File: config.mk
export PLATFORM = sky130hd
export DESIGN_NAME = configurable_logic_cell
export DESIGN_NICKNAME = d
export VERILOG_FILES = /design/src/logic/cell_pkg.sv /design/src/logic/configurable_logic_cell.sv
export SDC_FILE = /design/constraint.sdc
export NUM_CORES = 1
export LEC_CHECK = 0
export ABC_AREA = 1
export ABC_CLOCK_PERIOD_IN_PS = 2640
export BUFFER_PORTS_ARGS = -buffer_cell sky130_fd_sc_hd__buf_2
export CORE_ASPECT_RATIO = 1.1
export CORE_MARGIN = 2
export CORE_UTILIZATION = 50
export DETAILED_ROUTE_END_ITERATION = 16
export PLACE_DENSITY_LB_ADDON = 0.2
export RECOVER_POWER = 25
export SLEW_MARGIN = 20
export SYNTH_ARGS = -nofsm -noshare
export SYNTH_HDL_FRONTEND = slang
export SYNTH_SLANG_ARGS = --single-unit
export TNS_END_PERCENT = 1
File: constraint.sdc
create_clock -name pclk -period 2.64 [get_ports pclk]
set_input_delay 0.528 -clock pclk [delete_from_list [all_inputs] [get_ports pclk]]
set_output_delay 0.528 -clock pclk [all_outputs]
set_load 0.005 [all_outputs]
File: src/logic/cell_pkg.sv
// Purpose: Shared constants and types of the configurable logic cell
// Assumes: APB register slave, one 32-bit word per register
// Notes:   Gate select pairs run source 4 down to source 1, true above negated

package cell_pkg;

    // ************************************************************
    // Register map
    // ************************************************************
    localparam logic [11:0] ADDR_CONTROL_LOW  = 12'h000;
    localparam logic [11:0] ADDR_CONTROL_HIGH = 12'h004;
    localparam logic [11:0] ADDR_SOURCE_SEL   = 12'h008;
    localparam logic [11:0] ADDR_GATE_SEL_LO  = 12'h00c;
    localparam logic [11:0] ADDR_GATE_SEL_HI  = 12'h010;

    // Field positions of the low control register
    localparam int BIT_CELL_ENABLE  = 15;
    localparam int BIT_RISE_IRQ     = 11;
    localparam int BIT_FALL_IRQ     = 10;
    localparam int BIT_PIN_OE       = 7;
    localparam int BIT_OUT_STATE    = 6;
    localparam int BIT_OUT_INVERT   = 5;
    localparam int BIT_MODE_LO      = 0;
    // Each source select is 3 bits at a 4-bit pitch
    localparam int SEL_PITCH        = 4;
    // Each gate takes one byte of a gate select register
    localparam int GATE_PITCH       = 8;
    localparam logic [31:0] RESET_WORD = 32'h0000_0000;

    // ************************************************************
    // Logic function codes
    // ************************************************************
    localparam logic [2:0] MODE_AND_OR   = 3'h0;
    localparam logic [2:0] MODE_OR_XOR   = 3'h1;
    localparam logic [2:0] MODE_AND4     = 3'h2;
    localparam logic [2:0] MODE_SR_LATCH = 3'h3;
    localparam logic [2:0] MODE_DFF_SR   = 3'h4;
    localparam logic [2:0] MODE_DFF2_R   = 3'h5;
    localparam logic [2:0] MODE_JK_R     = 3'h6;
    localparam logic [2:0] MODE_LATCH_SR = 3'h7;

    // On-chip signals offered to the source multiplexers
    typedef struct packed {
        logic ext_input_a_pin;
        logic ext_input_b_pin;
        logic sys_cycle_clock;
        logic secondary_osc_clock;
        logic low_power_internal_clock;
        logic reference_clock_out;
        logic timer2_match;
        logic timer3_match;
        logic neighbour_cell_out;
        logic comparator1_out;
        logic comparator2_out;
        logic comparator3_out;
        logic uart_transmit;
        logic uart_receive;
        logic serial_data_out;
        logic serial_data_in;
        logic adc_done;
        logic dma0_irq;
        logic dma1_irq;
        logic capcomp1_event_flag;
        logic capcomp2_event_flag;
        logic capcomp3_event_flag;
        logic touch_adc_trigger;
    } sources_t;

    // Whole state of the cell
    typedef struct packed {
        logic             cell_enable;
        logic             rise_irq_enable;
        logic             fall_irq_enable;
        logic             pin_output_enable;
        logic             output_invert;
        logic [2:0]       mode;
        logic [3:0]       gate_invert;
        logic [3:0][2:0]  source_sel;
        logic [3:0][7:0]  gate_select;
        logic             q;
        logic             gate1_prev;
        logic             cell_out;
        logic             irq;
        logic [31:0]      prdata;
    } state_t;

endpackage : cell_pkg

File: src/logic/configurable_logic_cell.sv
// Purpose: Configurable logic cell with four source muxes, four gates and eight functions
// Assumes: All source inputs synchronous to pclk; flip-flop modes 4-6 clocked on gate 1 rising
// Notes:   Registers over APB, zero wait states, read data captured in setup phase
//
// Operation
// - Four 3-bit muxes, eight codes each; code 5 of muxes 1 and 4 reads zero
// - Gates OR enabled true/inverted mux outputs
// - Per-gate invert bits 0 to 3
// - Enable bit 15 clear forces zero cell and pin outputs
// - Bit 11 enables rising-edge interrupt
// - Bit 10 enables falling-edge interrupt
// - Bit 7 connects result to pin
// - Read-only bit 6 shows output level
// - Bit 5 inverts the final output
// - Codes 0-3: AND-OR, OR-XOR, AND4, SR latch
// - Codes 4-7: DFF-SR, DFF2-R, JK-R, latch-SR
// - Mux 1 source map, bits 2-0
// - Mux 2 source map, bits 6-4
// - Mux 3 source map, bits 10-8
// - Mux 4 source map, bits 14-12
// - Instance sources: neighbour, own, matching channels
// - Unused bits read zero; reset clears all
// - Low gate select: gate 2 high, gate 1 low
// - High gate select: gate 4, gate 3; pairs ordered

module configurable_logic_cell #(
    parameter int ADDR_WIDTH = 12
) (
    // Clock and reset
    input  wire logic                    pclk,
    input  wire logic                    presetn,
    // APB slave
    input  wire logic                    psel,
    input  wire logic                    penable,
    input  wire logic                    pwrite,
    input  wire logic [ADDR_WIDTH-1:0]   paddr,
    input  wire logic [31:0]             pwdata,
    output logic      [31:0]             prdata,
    output logic                         pready,
    output logic                         pslverr,
    // On-chip sources
    input  wire cell_pkg::sources_t      sources,
    // Cell results
    output logic                         cell_out,
    output logic                         cell_irq,
    output logic                         pin_out,
    output logic                         pin_oe_n
);

    // ************************************************************
    // Source selection and input gates
    // ************************************************************
    cell_pkg::state_t  st_reg;
    cell_pkg::state_t  st_next;
    logic [3:0][7:0]   cand;
    logic [3:0]        mux_out;
    logic [7:0]        pairs;
    logic [3:0]        gate;
    logic [11:0]       addr_lo;

    assign addr_lo = paddr[11:0];

    // Candidate lists per mux, unimplemented codes read zero
    always_comb begin
        cand[0] = {sources.timer3_match, sources.timer2_match, 1'b0,
                   sources.reference_clock_out, sources.low_power_internal_clock,
                   sources.secondary_osc_clock, sources.sys_cycle_clock,
                   sources.ext_input_a_pin};
        cand[1] = {sources.capcomp2_event_flag, sources.capcomp1_event_flag,
                   sources.dma0_irq, sources.adc_done, sources.uart_transmit,
                   sources.comparator1_out, sources.neighbour_cell_out,
                   sources.ext_input_b_pin};
        cand[2] = {sources.capcomp3_event_flag, sources.capcomp2_event_flag,
                   sources.dma1_irq, sources.uart_receive, sources.serial_data_out,
                   sources.comparator2_out, st_reg.cell_out,
                   sources.ext_input_a_pin};
        cand[3] = {sources.capcomp3_event_flag, sources.capcomp1_event_flag,
                   1'b0, sources.touch_adc_trigger, sources.serial_data_in,
                   sources.comparator3_out, sources.neighbour_cell_out,
                   sources.ext_input_b_pin};
    end

    // Each mux picks one candidate by its own select field
    for (genvar m = 0; m < 4; m++) begin : g_mux
        assign mux_out[m] = cand[m][st_reg.source_sel[m]];
    end

    // True above negated, source 4 down to source 1
    assign pairs = {mux_out[3], ~mux_out[3], mux_out[2], ~mux_out[2],
                    mux_out[1], ~mux_out[1], mux_out[0], ~mux_out[0]};

    // OR of enabled signals, empty selection yields zero, then optional invert
    for (genvar g = 0; g < 4; g++) begin : g_gate
        assign gate[g] = (|(st_reg.gate_select[g] & pairs))
                         ^ st_reg.gate_invert[g];
    end

    // ************************************************************
    // Logic function, register file and output stage
    // ************************************************************
    always_comb begin
        logic        rise;
        logic        logic_val;
        logic        q_n;
        logic        cell_val;
        logic        access;
        logic        setup;
        logic [31:0] rd;
        rise      = 1'b0;
        logic_val = 1'b0;
        q_n       = 1'b0;
        cell_val  = 1'b0;
        access    = psel & penable;
        setup     = psel & ~penable;
        rd        = cell_pkg::RESET_WORD;
        st_next   = st_reg;

        // Gate 1 acts as the storage clock
        rise = gate[0] & ~st_reg.gate1_prev;
        q_n  = st_reg.q;
        unique case (st_reg.mode)
            cell_pkg::MODE_AND_OR: begin
                logic_val = (gate[0] & gate[1]) | (gate[2] & gate[3]);
            end
            cell_pkg::MODE_OR_XOR: begin
                logic_val = (gate[0] | gate[1]) ^ (gate[2] | gate[3]);
            end
            cell_pkg::MODE_AND4: begin
                logic_val = &gate;
            end
            cell_pkg::MODE_SR_LATCH: begin
                // Set from gates 1/2, reset from gates 3/4, reset wins
                if (gate[2] | gate[3]) begin
                    q_n = 1'b0;
                end else if (gate[0] | gate[1]) begin
                    q_n = 1'b1;
                end
                logic_val = q_n;
            end
            cell_pkg::MODE_DFF_SR: begin
                // D from gate 2, reset gate 3, set gate 4
                if (gate[2]) begin
                    q_n = 1'b0;
                end else if (gate[3]) begin
                    q_n = 1'b1;
                end else if (rise) begin
                    q_n = gate[1];
                end
                logic_val = gate[2] ? 1'b0 : (gate[3] ? 1'b1 : st_reg.q);
            end
            cell_pkg::MODE_DFF2_R: begin
                // D is gate 2 AND gate 4, reset gate 3
                if (gate[2]) begin
                    q_n = 1'b0;
                end else if (rise) begin
                    q_n = gate[1] & gate[3];
                end
                logic_val = gate[2] ? 1'b0 : st_reg.q;
            end
            cell_pkg::MODE_JK_R: begin
                // J gate 2, K gate 4, reset gate 3
                if (gate[2]) begin
                    q_n = 1'b0;
                end else if (rise) begin
                    unique case ({gate[1], gate[3]})
                        2'b10: q_n = 1'b1;
                        2'b01: q_n = 1'b0;
                        2'b11: q_n = ~st_reg.q;
                        2'b00: q_n = st_reg.q;
                    endcase
                end
                logic_val = gate[2] ? 1'b0 : st_reg.q;
            end
            cell_pkg::MODE_LATCH_SR: begin
                // D gate 2, transparent while gate 1 high, reset gate 3, set gate 4
                if (gate[2]) begin
                    q_n = 1'b0;
                end else if (gate[3]) begin
                    q_n = 1'b1;
                end else if (gate[0]) begin
                    q_n = gate[1];
                end
                logic_val = q_n;
            end
        endcase

        // Disabled cell clears storage and drives zero
        if (st_reg.cell_enable) begin
            cell_val = logic_val ^ st_reg.output_invert;
            st_next.q = q_n;
        end else begin
            cell_val  = 1'b0;
            st_next.q = 1'b0;
        end
        st_next.gate1_prev = gate[0];
        st_next.cell_out   = cell_val;
        st_next.irq = (st_reg.rise_irq_enable & cell_val & ~st_reg.cell_out)
                    | (st_reg.fall_irq_enable & ~cell_val & st_reg.cell_out);

        // Read word assembled from fields, unused bits zero
        unique case (addr_lo)
            cell_pkg::ADDR_CONTROL_LOW: begin
                rd[cell_pkg::BIT_CELL_ENABLE] = st_reg.cell_enable;
                rd[cell_pkg::BIT_RISE_IRQ]    = st_reg.rise_irq_enable;
                rd[cell_pkg::BIT_FALL_IRQ]    = st_reg.fall_irq_enable;
                rd[cell_pkg::BIT_PIN_OE]      = st_reg.pin_output_enable;
                rd[cell_pkg::BIT_OUT_STATE]   = st_reg.cell_out;
                rd[cell_pkg::BIT_OUT_INVERT]  = st_reg.output_invert;
                rd[cell_pkg::BIT_MODE_LO +: 3] = st_reg.mode;
            end
            cell_pkg::ADDR_CONTROL_HIGH: begin
                rd[3:0] = st_reg.gate_invert;
            end
            cell_pkg::ADDR_SOURCE_SEL: begin
                for (int i = 0; i < 4; i++) begin
                    rd[i*cell_pkg::SEL_PITCH +: 3] = st_reg.source_sel[i];
                end
            end
            cell_pkg::ADDR_GATE_SEL_LO: begin
                rd[15:0] = {st_reg.gate_select[1], st_reg.gate_select[0]};
            end
            cell_pkg::ADDR_GATE_SEL_HI: begin
                rd[15:0] = {st_reg.gate_select[3], st_reg.gate_select[2]};
            end
            default: begin
                rd = cell_pkg::RESET_WORD;
            end
        endcase
        if (setup && !pwrite) begin
            st_next.prdata = rd;
        end

        // Writes take effect in the access phase; status bit ignores writes
        if (access && pwrite) begin
            unique case (addr_lo)
                cell_pkg::ADDR_CONTROL_LOW: begin
                    st_next.cell_enable       = pwdata[cell_pkg::BIT_CELL_ENABLE];
                    st_next.rise_irq_enable   = pwdata[cell_pkg::BIT_RISE_IRQ];
                    st_next.fall_irq_enable   = pwdata[cell_pkg::BIT_FALL_IRQ];
                    st_next.pin_output_enable = pwdata[cell_pkg::BIT_PIN_OE];
                    st_next.output_invert     = pwdata[cell_pkg::BIT_OUT_INVERT];
                    st_next.mode              = pwdata[cell_pkg::BIT_MODE_LO +: 3];
                end
                cell_pkg::ADDR_CONTROL_HIGH: begin
                    st_next.gate_invert = pwdata[3:0];
                end
                cell_pkg::ADDR_SOURCE_SEL: begin
                    for (int i = 0; i < 4; i++) begin
                        st_next.source_sel[i] = pwdata[i*cell_pkg::SEL_PITCH +: 3];
                    end
                end
                cell_pkg::ADDR_GATE_SEL_LO: begin
                    st_next.gate_select[0] = pwdata[0 +: cell_pkg::GATE_PITCH];
                    st_next.gate_select[1] = pwdata[cell_pkg::GATE_PITCH +: 8];
                end
                cell_pkg::ADDR_GATE_SEL_HI: begin
                    st_next.gate_select[2] = pwdata[0 +: cell_pkg::GATE_PITCH];
                    st_next.gate_select[3] = pwdata[cell_pkg::GATE_PITCH +: 8];
                end
                default: begin
                    st_next.mode = st_reg.mode;
                end
            endcase
        end
    end

    // State register, everything clears at reset
    always_ff @(posedge pclk or negedge presetn) begin
        if (!presetn) begin
            st_reg <= '0;
        end else begin
            st_reg <= st_next;
        end
    end

    // Bus handshake and cell outputs
    assign pready   = 1'b1;
    assign pslverr  = psel & penable & ~((addr_lo == cell_pkg::ADDR_CONTROL_LOW)
                    | (addr_lo == cell_pkg::ADDR_CONTROL_HIGH)
                    | (addr_lo == cell_pkg::ADDR_SOURCE_SEL)
                    | (addr_lo == cell_pkg::ADDR_GATE_SEL_LO)
                    | (addr_lo == cell_pkg::ADDR_GATE_SEL_HI));
    assign prdata   = st_reg.prdata;
    assign cell_out = st_reg.cell_out;
    assign cell_irq = st_reg.irq;
    assign pin_out  = st_reg.cell_out & st_reg.pin_output_enable;
    assign pin_oe_n = ~st_reg.pin_output_enable;

endmodule : configurable_logic_cell

# Word level (Yosys, flattened, before mapping)
# Index checks and enable logic that the tools add are counted.
# Widths: inputs -> output; s select.
[word_totals] regBits=76 out_inout_bits=38 wordCells=140 in_bits=72
[op_classes] n_bitwise=41 mux=38 n_reduce_logical=18 n_eq_ne=19 magnitude_cmp=4
[ops] cell="$and 8x8->8" count=4
[ops] cell="$reduce_or 8->1" count=4
[ops] cell="$eq 12x4->1 const B" count=2
[ops] cell="$mux 1" count=21
[ops] cell="$pmux 1 s3" count=6
[ops] cell="$lt 3x4->1 const B" count=4
[ops] cell="$pmux 3 s5" count=1
[ops] cell="$and 1x1->1" count=12
[ops] cell="$bmux 1 s3" count=4
[ops] cell="$eq 12x3->1 const B" count=1
[ops] cell="$eq 12x5->1 const B" count=1
[ops] cell="$eq 3x3->1 const B" count=4
[ops] cell="$logic_not 12->1" count=1
[ops] cell="$ne 4x4->1 const B" count=3
[ops] cell="$not 1->1" count=11
[ops] cell="$reduce_and 2->1" count=5
[ops] cell="$pmux 3 s3" count=1
[ops] cell="$or 1x1->1" count=8
[ops] cell="$pmux 2 s4" count=1
[ops] cell="$pmux 1 s7" count=1
[ops] cell="$eq 3x2->1 const B" count=2
[ops] cell="$ne 6x1->1 const B" count=1
[ops] cell="$pmux 2 s3" count=1
[ops] cell="$xor 1x1->1" count=6
[ops] cell="13 further kinds" count=15

# Logic depth before layout (Yosys ltp)
# Gate-level depths: netlist of run 1.
[logic_depth] ltp_word=16 ltp_mapped=23 depth_no_buf=23

# Worst setup path before layout of run 1
# OpenSTA, ideal clock, no wires.
[synth_path] kind="input-to-output" start="input paddr[9]" end="output pslverr" path_buffers=2 arrival_time_ps=1744 path_stages=6 slack_ps=368 required_ps=2112 cell_sequence="nor4_1 -> clkbuf_1 -> nand3_1 -> clkbuf_1 -> nand4_1 -> nor3_1"
[synth_between] elab_chain_cells=7 word_cells_on_any_way=11 cone_classes="eq/ne (4); bitwise (6); reduce/logical (1)"
[synth_rtl] item="start, declared" line_no="configurable_logic_cell.sv:36" rtl="input wire logic [ADDR_WIDTH-1:0] paddr,"
[synth_rtl] item="$eq 12x3->1 / $logic_not 12->1 (equally long branches)" line_no="configurable_logic_cell.sv:279, configurable_logic_cell.sv:278"
[synth_rtl] item="$or 1x1->1" line_no="configurable_logic_cell.sv:279" rtl="| (addr_lo == cell_pkg::ADDR_CONTROL_HIGH)"
[synth_rtl] item="$or 1x1->1" line_no="configurable_logic_cell.sv:280" rtl="| (addr_lo == cell_pkg::ADDR_SOURCE_SEL)"
[synth_rtl] item="$or 1x1->1" line_no="configurable_logic_cell.sv:281" rtl="| (addr_lo == cell_pkg::ADDR_GATE_SEL_LO)"
[synth_rtl] item="$or 1x1->1 (*)" line_no="configurable_logic_cell.sv:282" rtl="| (addr_lo == cell_pkg::ADDR_GATE_SEL_HI));"
[synth_rtl] item="$not 1->1 (*)" line_no="configurable_logic_cell.sv:278" rtl="assign pslverr = psel & penable & ~((addr_lo == cell_pkg::ADDR_CONTROL_LOW)"
[synth_rtl] item="$and 1x1->1 (*)" line_no="configurable_logic_cell.sv:278"
[synth_rtl] item="end, declared" line_no="configurable_logic_cell.sv:40" rtl="output logic pslverr,"
# Every way passes the cells marked *; elsewhere a longest branch is shown, timed or not.

==> run summary, run 1 <==
fmax: 417 MHz
PortBufs: 76
TritonCTS Buffers: 9
Core Area: 0.00892 mm²
failing checks: max-capacitance violations, max-slew violations
Mapped Cells: 633
Worst setup EP type: flip-flop
num ports: 110
cell area after synthesis: 0.00463 mm²
Crit path required time: 2.91 ns
total power: 2.45 mW
async set-reset flop share out of synthesis: 1.00
Die W: 95.7 µm
Hold WC Path Type: in -> reg
count of final hold-check violations: 0
first-pass GRT wire length: 19400 µm
vias in the first global route: 4055
Area Overhead vs Synth: 13.4%
worst clock skew: 0.0122 ns
area of the die: 0.0100 mm²
die height: 105 µm
Sinks on Clock Net: 76
Pleak: 2.73 nW
flops & latches, synth: 76
CTS max path bufs: 2
CTS tree: built
utilization after layout: 0.588
type of the worst setup path: reg -> reg
HPWL Detailed: 9050 µm
Max H-tree Level: 3
grt ovf: 0
commonest cells in the netlist: 191 x nand2_1, 76 x dfrtp_1, 74 x inv_1, 72 x o21ai_0, 53 x nand3_1
Ys Warns: 0
Worst Max-Slew Pin Slew: 1.91 ns
Top FF cell, synth: dfrtp_1
Final Max Slew Viols: 77
largest net degree at the start of global routing: 77
clock period minus worst slack: 2.40 ns
max_cap viols: 1
post-synth cell types: 31
RePlAce Congestion: 0.919
Worst IR Drop VDD: 303 µV
status: finished, violations left
diode count: 0
share of the synthesized area in the top cell type: 0.411
critical path data arrival time: 2.67 ns
Remaining DRCs: 0
Starting Density: 0.519
Cells after DPL: 800
1st-pass router iterations: 5
root buffer cell: clkbuf_8
Syn Area/Cell: 7.31 µm²
leading area contributor after synthesis: dfrtp_1
fin crit share: 0.909
unrepaired setup endpoints after global routing: no
Starting DRT DRC Count: 308
Non-Filler Instances: 816
Std-Cell Rows: 36
worst-path maximum fanout: 5
startpoint type of the worst setup path: flip-flop
number of synthesized flops with an enable pin: 0
Total Routing Usage GR: 0.255
DR WL/cell: 14.9 µm
Worst-Skew Late Latency: 0.37 ns
initial antenna violation count: 0
Worst-path clk slew: 0.08 ns
final layout net count: 769
Rel. slew slack: -0.271
sequential share of the synthesized area: 0.411
top post-synthesis cells by area: dfrtp_1 41%, nand2_1 15%, o21ai_0 7.8%
final setup vio count: 0
max reg flops: 58
Final ANT Viol Nets: 0
DRT Wirelength: 12200 µm
Final TNS setup: 0 ns
via count: 4309
Avg Vias per Cell: 5.28
layout cells sized above 1: 0.228
total power per unit cell area: 468 mW/mm²
most frequent cell after synthesis: nand2_1
==> per-stage QoR <==
stage                     area, µm²  setup slack (ns)  hold slack (ns)
final                          5250             0.241            0.441
after global routing           5250           0.00448            0.471
after CTS                      5250             0.249            0.344
after detailed placement       4990            0.0997            0.464
after global placement         4990             0.180            0.460
after floorplan                4680             0.368            0.232
==> worst paths after layout <==
| kind | from | to | slack, ns | cells past startpoint |
|---|---|---|---|---|
| worst min register to register | prdata[10] | prdata[10] | 0.48 | 2 |
| worst max-delay path | st_reg[77] | cell_irq | 0.24 | 21 |
| worst min-delay path | pwdata[12] | st_reg[64] | 0.44 | 3 |
| max in group asynchronous | presetn | st_reg[71] | 0.70 | 1 |
| worst max register to register | st_reg[77] | cell_irq | 0.24 | 21 |
| min in group asynchronous | presetn | prdata[14] | 0.69 | 1 |
==> layout make-up <==
| type | count | area [µm²] |
|---|---|---|
| Multi-Input combinational cell | 442 | 2170 |
| Timing Repair Buffer | 89 | 478 |
| Clock inverter | 5 | 108 |
| Clock buffer | 11 | 151 |
| Fill cell | 855 | 3670 |
| Tap cell | 114 | 143 |
| Sequential cell | 76 | 1900 |
| Inverter | 79 | 297 |
==> report_power, final <==
group          leakage (nW)  internal [mW]  switching [mW]  total [mW]
logic                  1.54         0.0482          0.0966       0.145
registers              1.06           1.16         0.00126        1.17
clock network         0.130          0.683           0.460        1.14
==> logic make-up after synthesis <==
kind of cell | share of synthesized area
simple gates | 0.327
buf+inv | 0.135
other cells | 0.00162
flops | 0.411
compound gates | 0.126
==> per-layer routing <==
metal	routed length, µm	global-route usage	vias up
li1	-	-	2113
met1	5090	0.327	1978
met2	5780	0.416	187
met3	899	0.0447	31
met4	415	0.115	0
met5	0	0	-
==> worst max-delay path, cell delays in order, from the launching register on <==
cell	delay (ns)
dfrtp_1	0.44
inv_2	0.09
nand2_1	0.06
nand3_1	0.09
nand3_2	0.15
nand2_2	0.09
nand2_1	0.06
nand2_1	0.06
nor2_2	0.19
nand2_1	0.09
nand2_2	0.09
nand2_4	0.08
nand2_2	0.09
nand2_1	0.06
o21ai_2	0.12
nand2_1	0.07
inv_1	0.06
nand2_1	0.07
nand3_1	0.11
nand3_2	0.09
nand2_1	0.09
nand2_1	0.05
==> cell usage in the layout, fill, tap and decap left out, drive strengths merged <==
cell type and instances:
a32o 6, a21oi 7, inv 78, o22ai 5, nor2 27, clkinv 3
buf 88, nand2 214, a211oi 3, o211ai 7, conb 17, o21ai 74
nand3 64, clkbuf 12, a221oi 1, dfrtp 76, nor4 4, nand4 4
nor3 9, bufinv 3
==> repair_timing <==
item                       CTS  global route
gates resized for setup      0             2
setup endpoints to repair    0             1
setup buffers                0             0
hold buffers                 0             0
Note: power is estimated with default switching activity, not from simulation.
==> run 2: changes to the inputs <==
--- a/config.mk
+++ b/config.mk
@@ -6,7 +6,7 @@
 export NUM_CORES = 1
 export LEC_CHECK = 0
 export ABC_AREA = 1
-export ABC_CLOCK_PERIOD_IN_PS = 2640
+export ABC_CLOCK_PERIOD_IN_PS = 3050
 export BUFFER_PORTS_ARGS = -buffer_cell sky130_fd_sc_hd__buf_2
 export CORE_ASPECT_RATIO = 1.1
 export CORE_MARGIN = 2
==> constraint.sdc (replaced) <==
create_clock -name pclk -period 3.05 [get_ports pclk]
set_input_delay 0.61 -clock pclk [delete_from_list [all_inputs] [get_ports pclk]]
set_output_delay 0.61 -clock pclk [all_outputs]
set_load 0.005 [all_outputs]
==> run 2 against run 1 <==
Effect of this change: the flow still finishes with violations (max-capacitance violations, max-slew violations); wire length down 1.8%; sequential share of layout area up 0.56 points; global-route usage down 0.12 points; total power down 22%; register-to-register slack better by 0.38 ns; clock skew down 0.00057 ns.
==> run summary, run 2 (synthesized netlist as in run 1, its figures left out) <==
clock period minus worst slack: 2.74 ns
Avg Vias per Cell: 5.24 (-0.77%)
Starting DRT DRC Count: 253 (-18%)
first-pass GRT wire length: 19400 µm (about the same)
HPWL Detailed: 8970 µm (-0.95%)
largest net degree at the start of global routing: 77 (unchanged)
status: finished, violations left
Starting Density: 0.519 (unchanged)
DR WL/cell: 14.7 µm (-1.5%)
TritonCTS Buffers: 9 (unchanged)
Max H-tree Level: 3 (unchanged)
Post-CTS Resized: 0 (unchanged)
Total Routing Usage GR: 0.254 (-0.00124)
area of the multi-input gates: 0.00217 mm² (unchanged)
fin crit share: 0.899
worst-path maximum fanout: 4 (-1)
Core Area: 0.00892 mm² (unchanged)
Area Overhead vs Synth: 11.5%
Internal Power: 1.44 mW (-24%)
final setup vio count: 0 (unchanged)
Flop pwr share: 0.527 (+0.052)
Worst Hold Depth: 2 (-1)
Std-Cell Rows: 36 (unchanged)
Worst R2R Path Depth: 22 (+4.8%)
power share of the combinational group: 0.065 (+0.006)
CTS max path bufs: 2 (unchanged)
Psw: 0.474 mW (-15%)
utilization after layout: 0.579 (-0.00968)
Final TNS setup: 0 ns (unchanged)
layout cells sized above 1: 0.222 (-0.00617)
Pleak: 2.69 nW (-1.4%)
count of final hold-check violations: 0 (unchanged)
Rel. slew slack: -0.247 (+0.0242)
diode count: 0 (unchanged)
PortBufs: 76 (unchanged)
DRT Wirelength: 12000 µm (-1.8%)
Sw Ratio: 0.248 (+0.0203)
1st-pass router iterations: 5 (unchanged)
failing checks: max-capacitance violations, max-slew violations
FF+latch area: 0.00190 mm² (-0.13%)
Remaining DRCs: 0 (unchanged)
type of the worst setup path: in -> out
postcts setup bufs: 0 (unchanged)
Hold WC Path Type: reg -> reg
worst clock skew: 0.0116 ns (-0.000569 ns)
unrepaired setup endpoints after global routing: no
CTS tree: built
die height: 105 µm (unchanged)
grt ovf: 0 (unchanged)
via count: 4260 (-1.1%)
Sinks on Clock Net: 76 (unchanged)
Worst-path clk slew: 0.08 ns (about the same)
initial antenna violation count: 0 (unchanged)
startpoint type of the worst setup path: input port
commonest non-fill, non-tap cell in the layout: nand2_1
commonest non-fill, non-tap cells in the layout: 191 x nand2_1, 76 x dfrtp_1, 75 x buf_2
Clk network pwr share: 0.408 (-0.058)
Crit path required time: 2.44 ns (-0.47 ns)
fillers: 892 (+4.3%)
Worst IR Drop VDD: 202 µV (-33%)
critical path data arrival time: 2.13 ns (-0.54 ns)
Worst Max-Slew Pin Slew: 1.87 ns (-0.0363 ns)
total power per unit cell area: 371 mW/mm² (-21%)
fmax: 365 MHz
Worst-Skew Late Latency: 0.37 ns (about the same)
Hold Buf Count CTS: 0 (unchanged)
final layout net count: 767 (-0.26%)
Worst setup EP type: primary output
vias in the first global route: 4001 (-1.3%)
Die W: 95.7 µm (unchanged)
Final ANT Viol Nets: 0 (unchanged)
max reg flops: 58 (unchanged)
area of the die: 0.0100 mm² (unchanged)
Final Max Slew Viols: 77 (unchanged)
num ports: 110 (unchanged)
max_cap viols: 1 (unchanged)
root buffer cell: clkbuf_8
RePlAce Congestion: 0.936 (+1.8%)
## run 2: metal layers
layer / GRT usage / share of wire / vias to the layer above
met2: 0.405 / 0.47 / 171
met5: 0 / 0 / -
met3: 0.0447 / 0.065 / 24
li1: - / - / 2112
met4: 0.117 / 0.032 / 0
met1: 0.332 / 0.43 / 1953
## run 2: critical path, cell delays in order
cell     delay [ns]
buf_2          0.09
nor2_1         0.09
inv_1          0.07
nor3_1         0.46
nand2_1        0.15
nor4_1         0.36
nor3_1         0.14
buf_2          0.16
## run 2: power by group through the flow
stage / registers, mW / clock network [mW] / logic [mW]
2_1_floorplan: 1.03 / 0 / 0.0662
3_3_place_gp: 1.03 / 0 / 0.123
3_5_place_dp: 1.03 / 0 / 0.125
4_1_cts: 1.01 / 0.795 / 0.126
5_1_grt: 1.01 / 0.838 / 0.143
6_report: 1.01 / 0.782 / 0.124
## run 2: through the flow
stage,setup WS (ns),hold WS (ns),instances,cell area [µm²],total power [mW]
3_5_place_dp,0.330,0.464,798,4970,1.15
3_3_place_gp,0.402,0.460,798,4970,1.15
4_1_cts,0.322,0.427,813,5160,1.93
2_1_floorplan,0.614,0.314,648,4680,1.09
5_1_grt,0.122,0.506,813,5160,1.99
6_report,0.309,0.479,813,5160,1.91
## run 2: final timing paths
kind / start / to / slack [ns]
worst max-delay path: paddr[7] / pslverr / 0.31
worst min-delay path: prdata[14] / prdata[14] / 0.48
worst max register to register: st_reg[74] / cell_irq / 0.62
worst min register to register: prdata[14] / prdata[14] / 0.48
max in group asynchronous: presetn / st_reg[46] / 1.20
min in group asynchronous: presetn / st_reg[77] / 0.76
## run 2: final cells by class
cell class / instances / area share
well taps: 114 / 0.0276
multi-input cells: 442 / 0.420
repair buffers: 87 / 0.0897
clock inverters: 5 / 0.0102
inverters: 79 / 0.0575
flip-flops and latches: 76 / 0.369
clock buffers: 10 / 0.0267
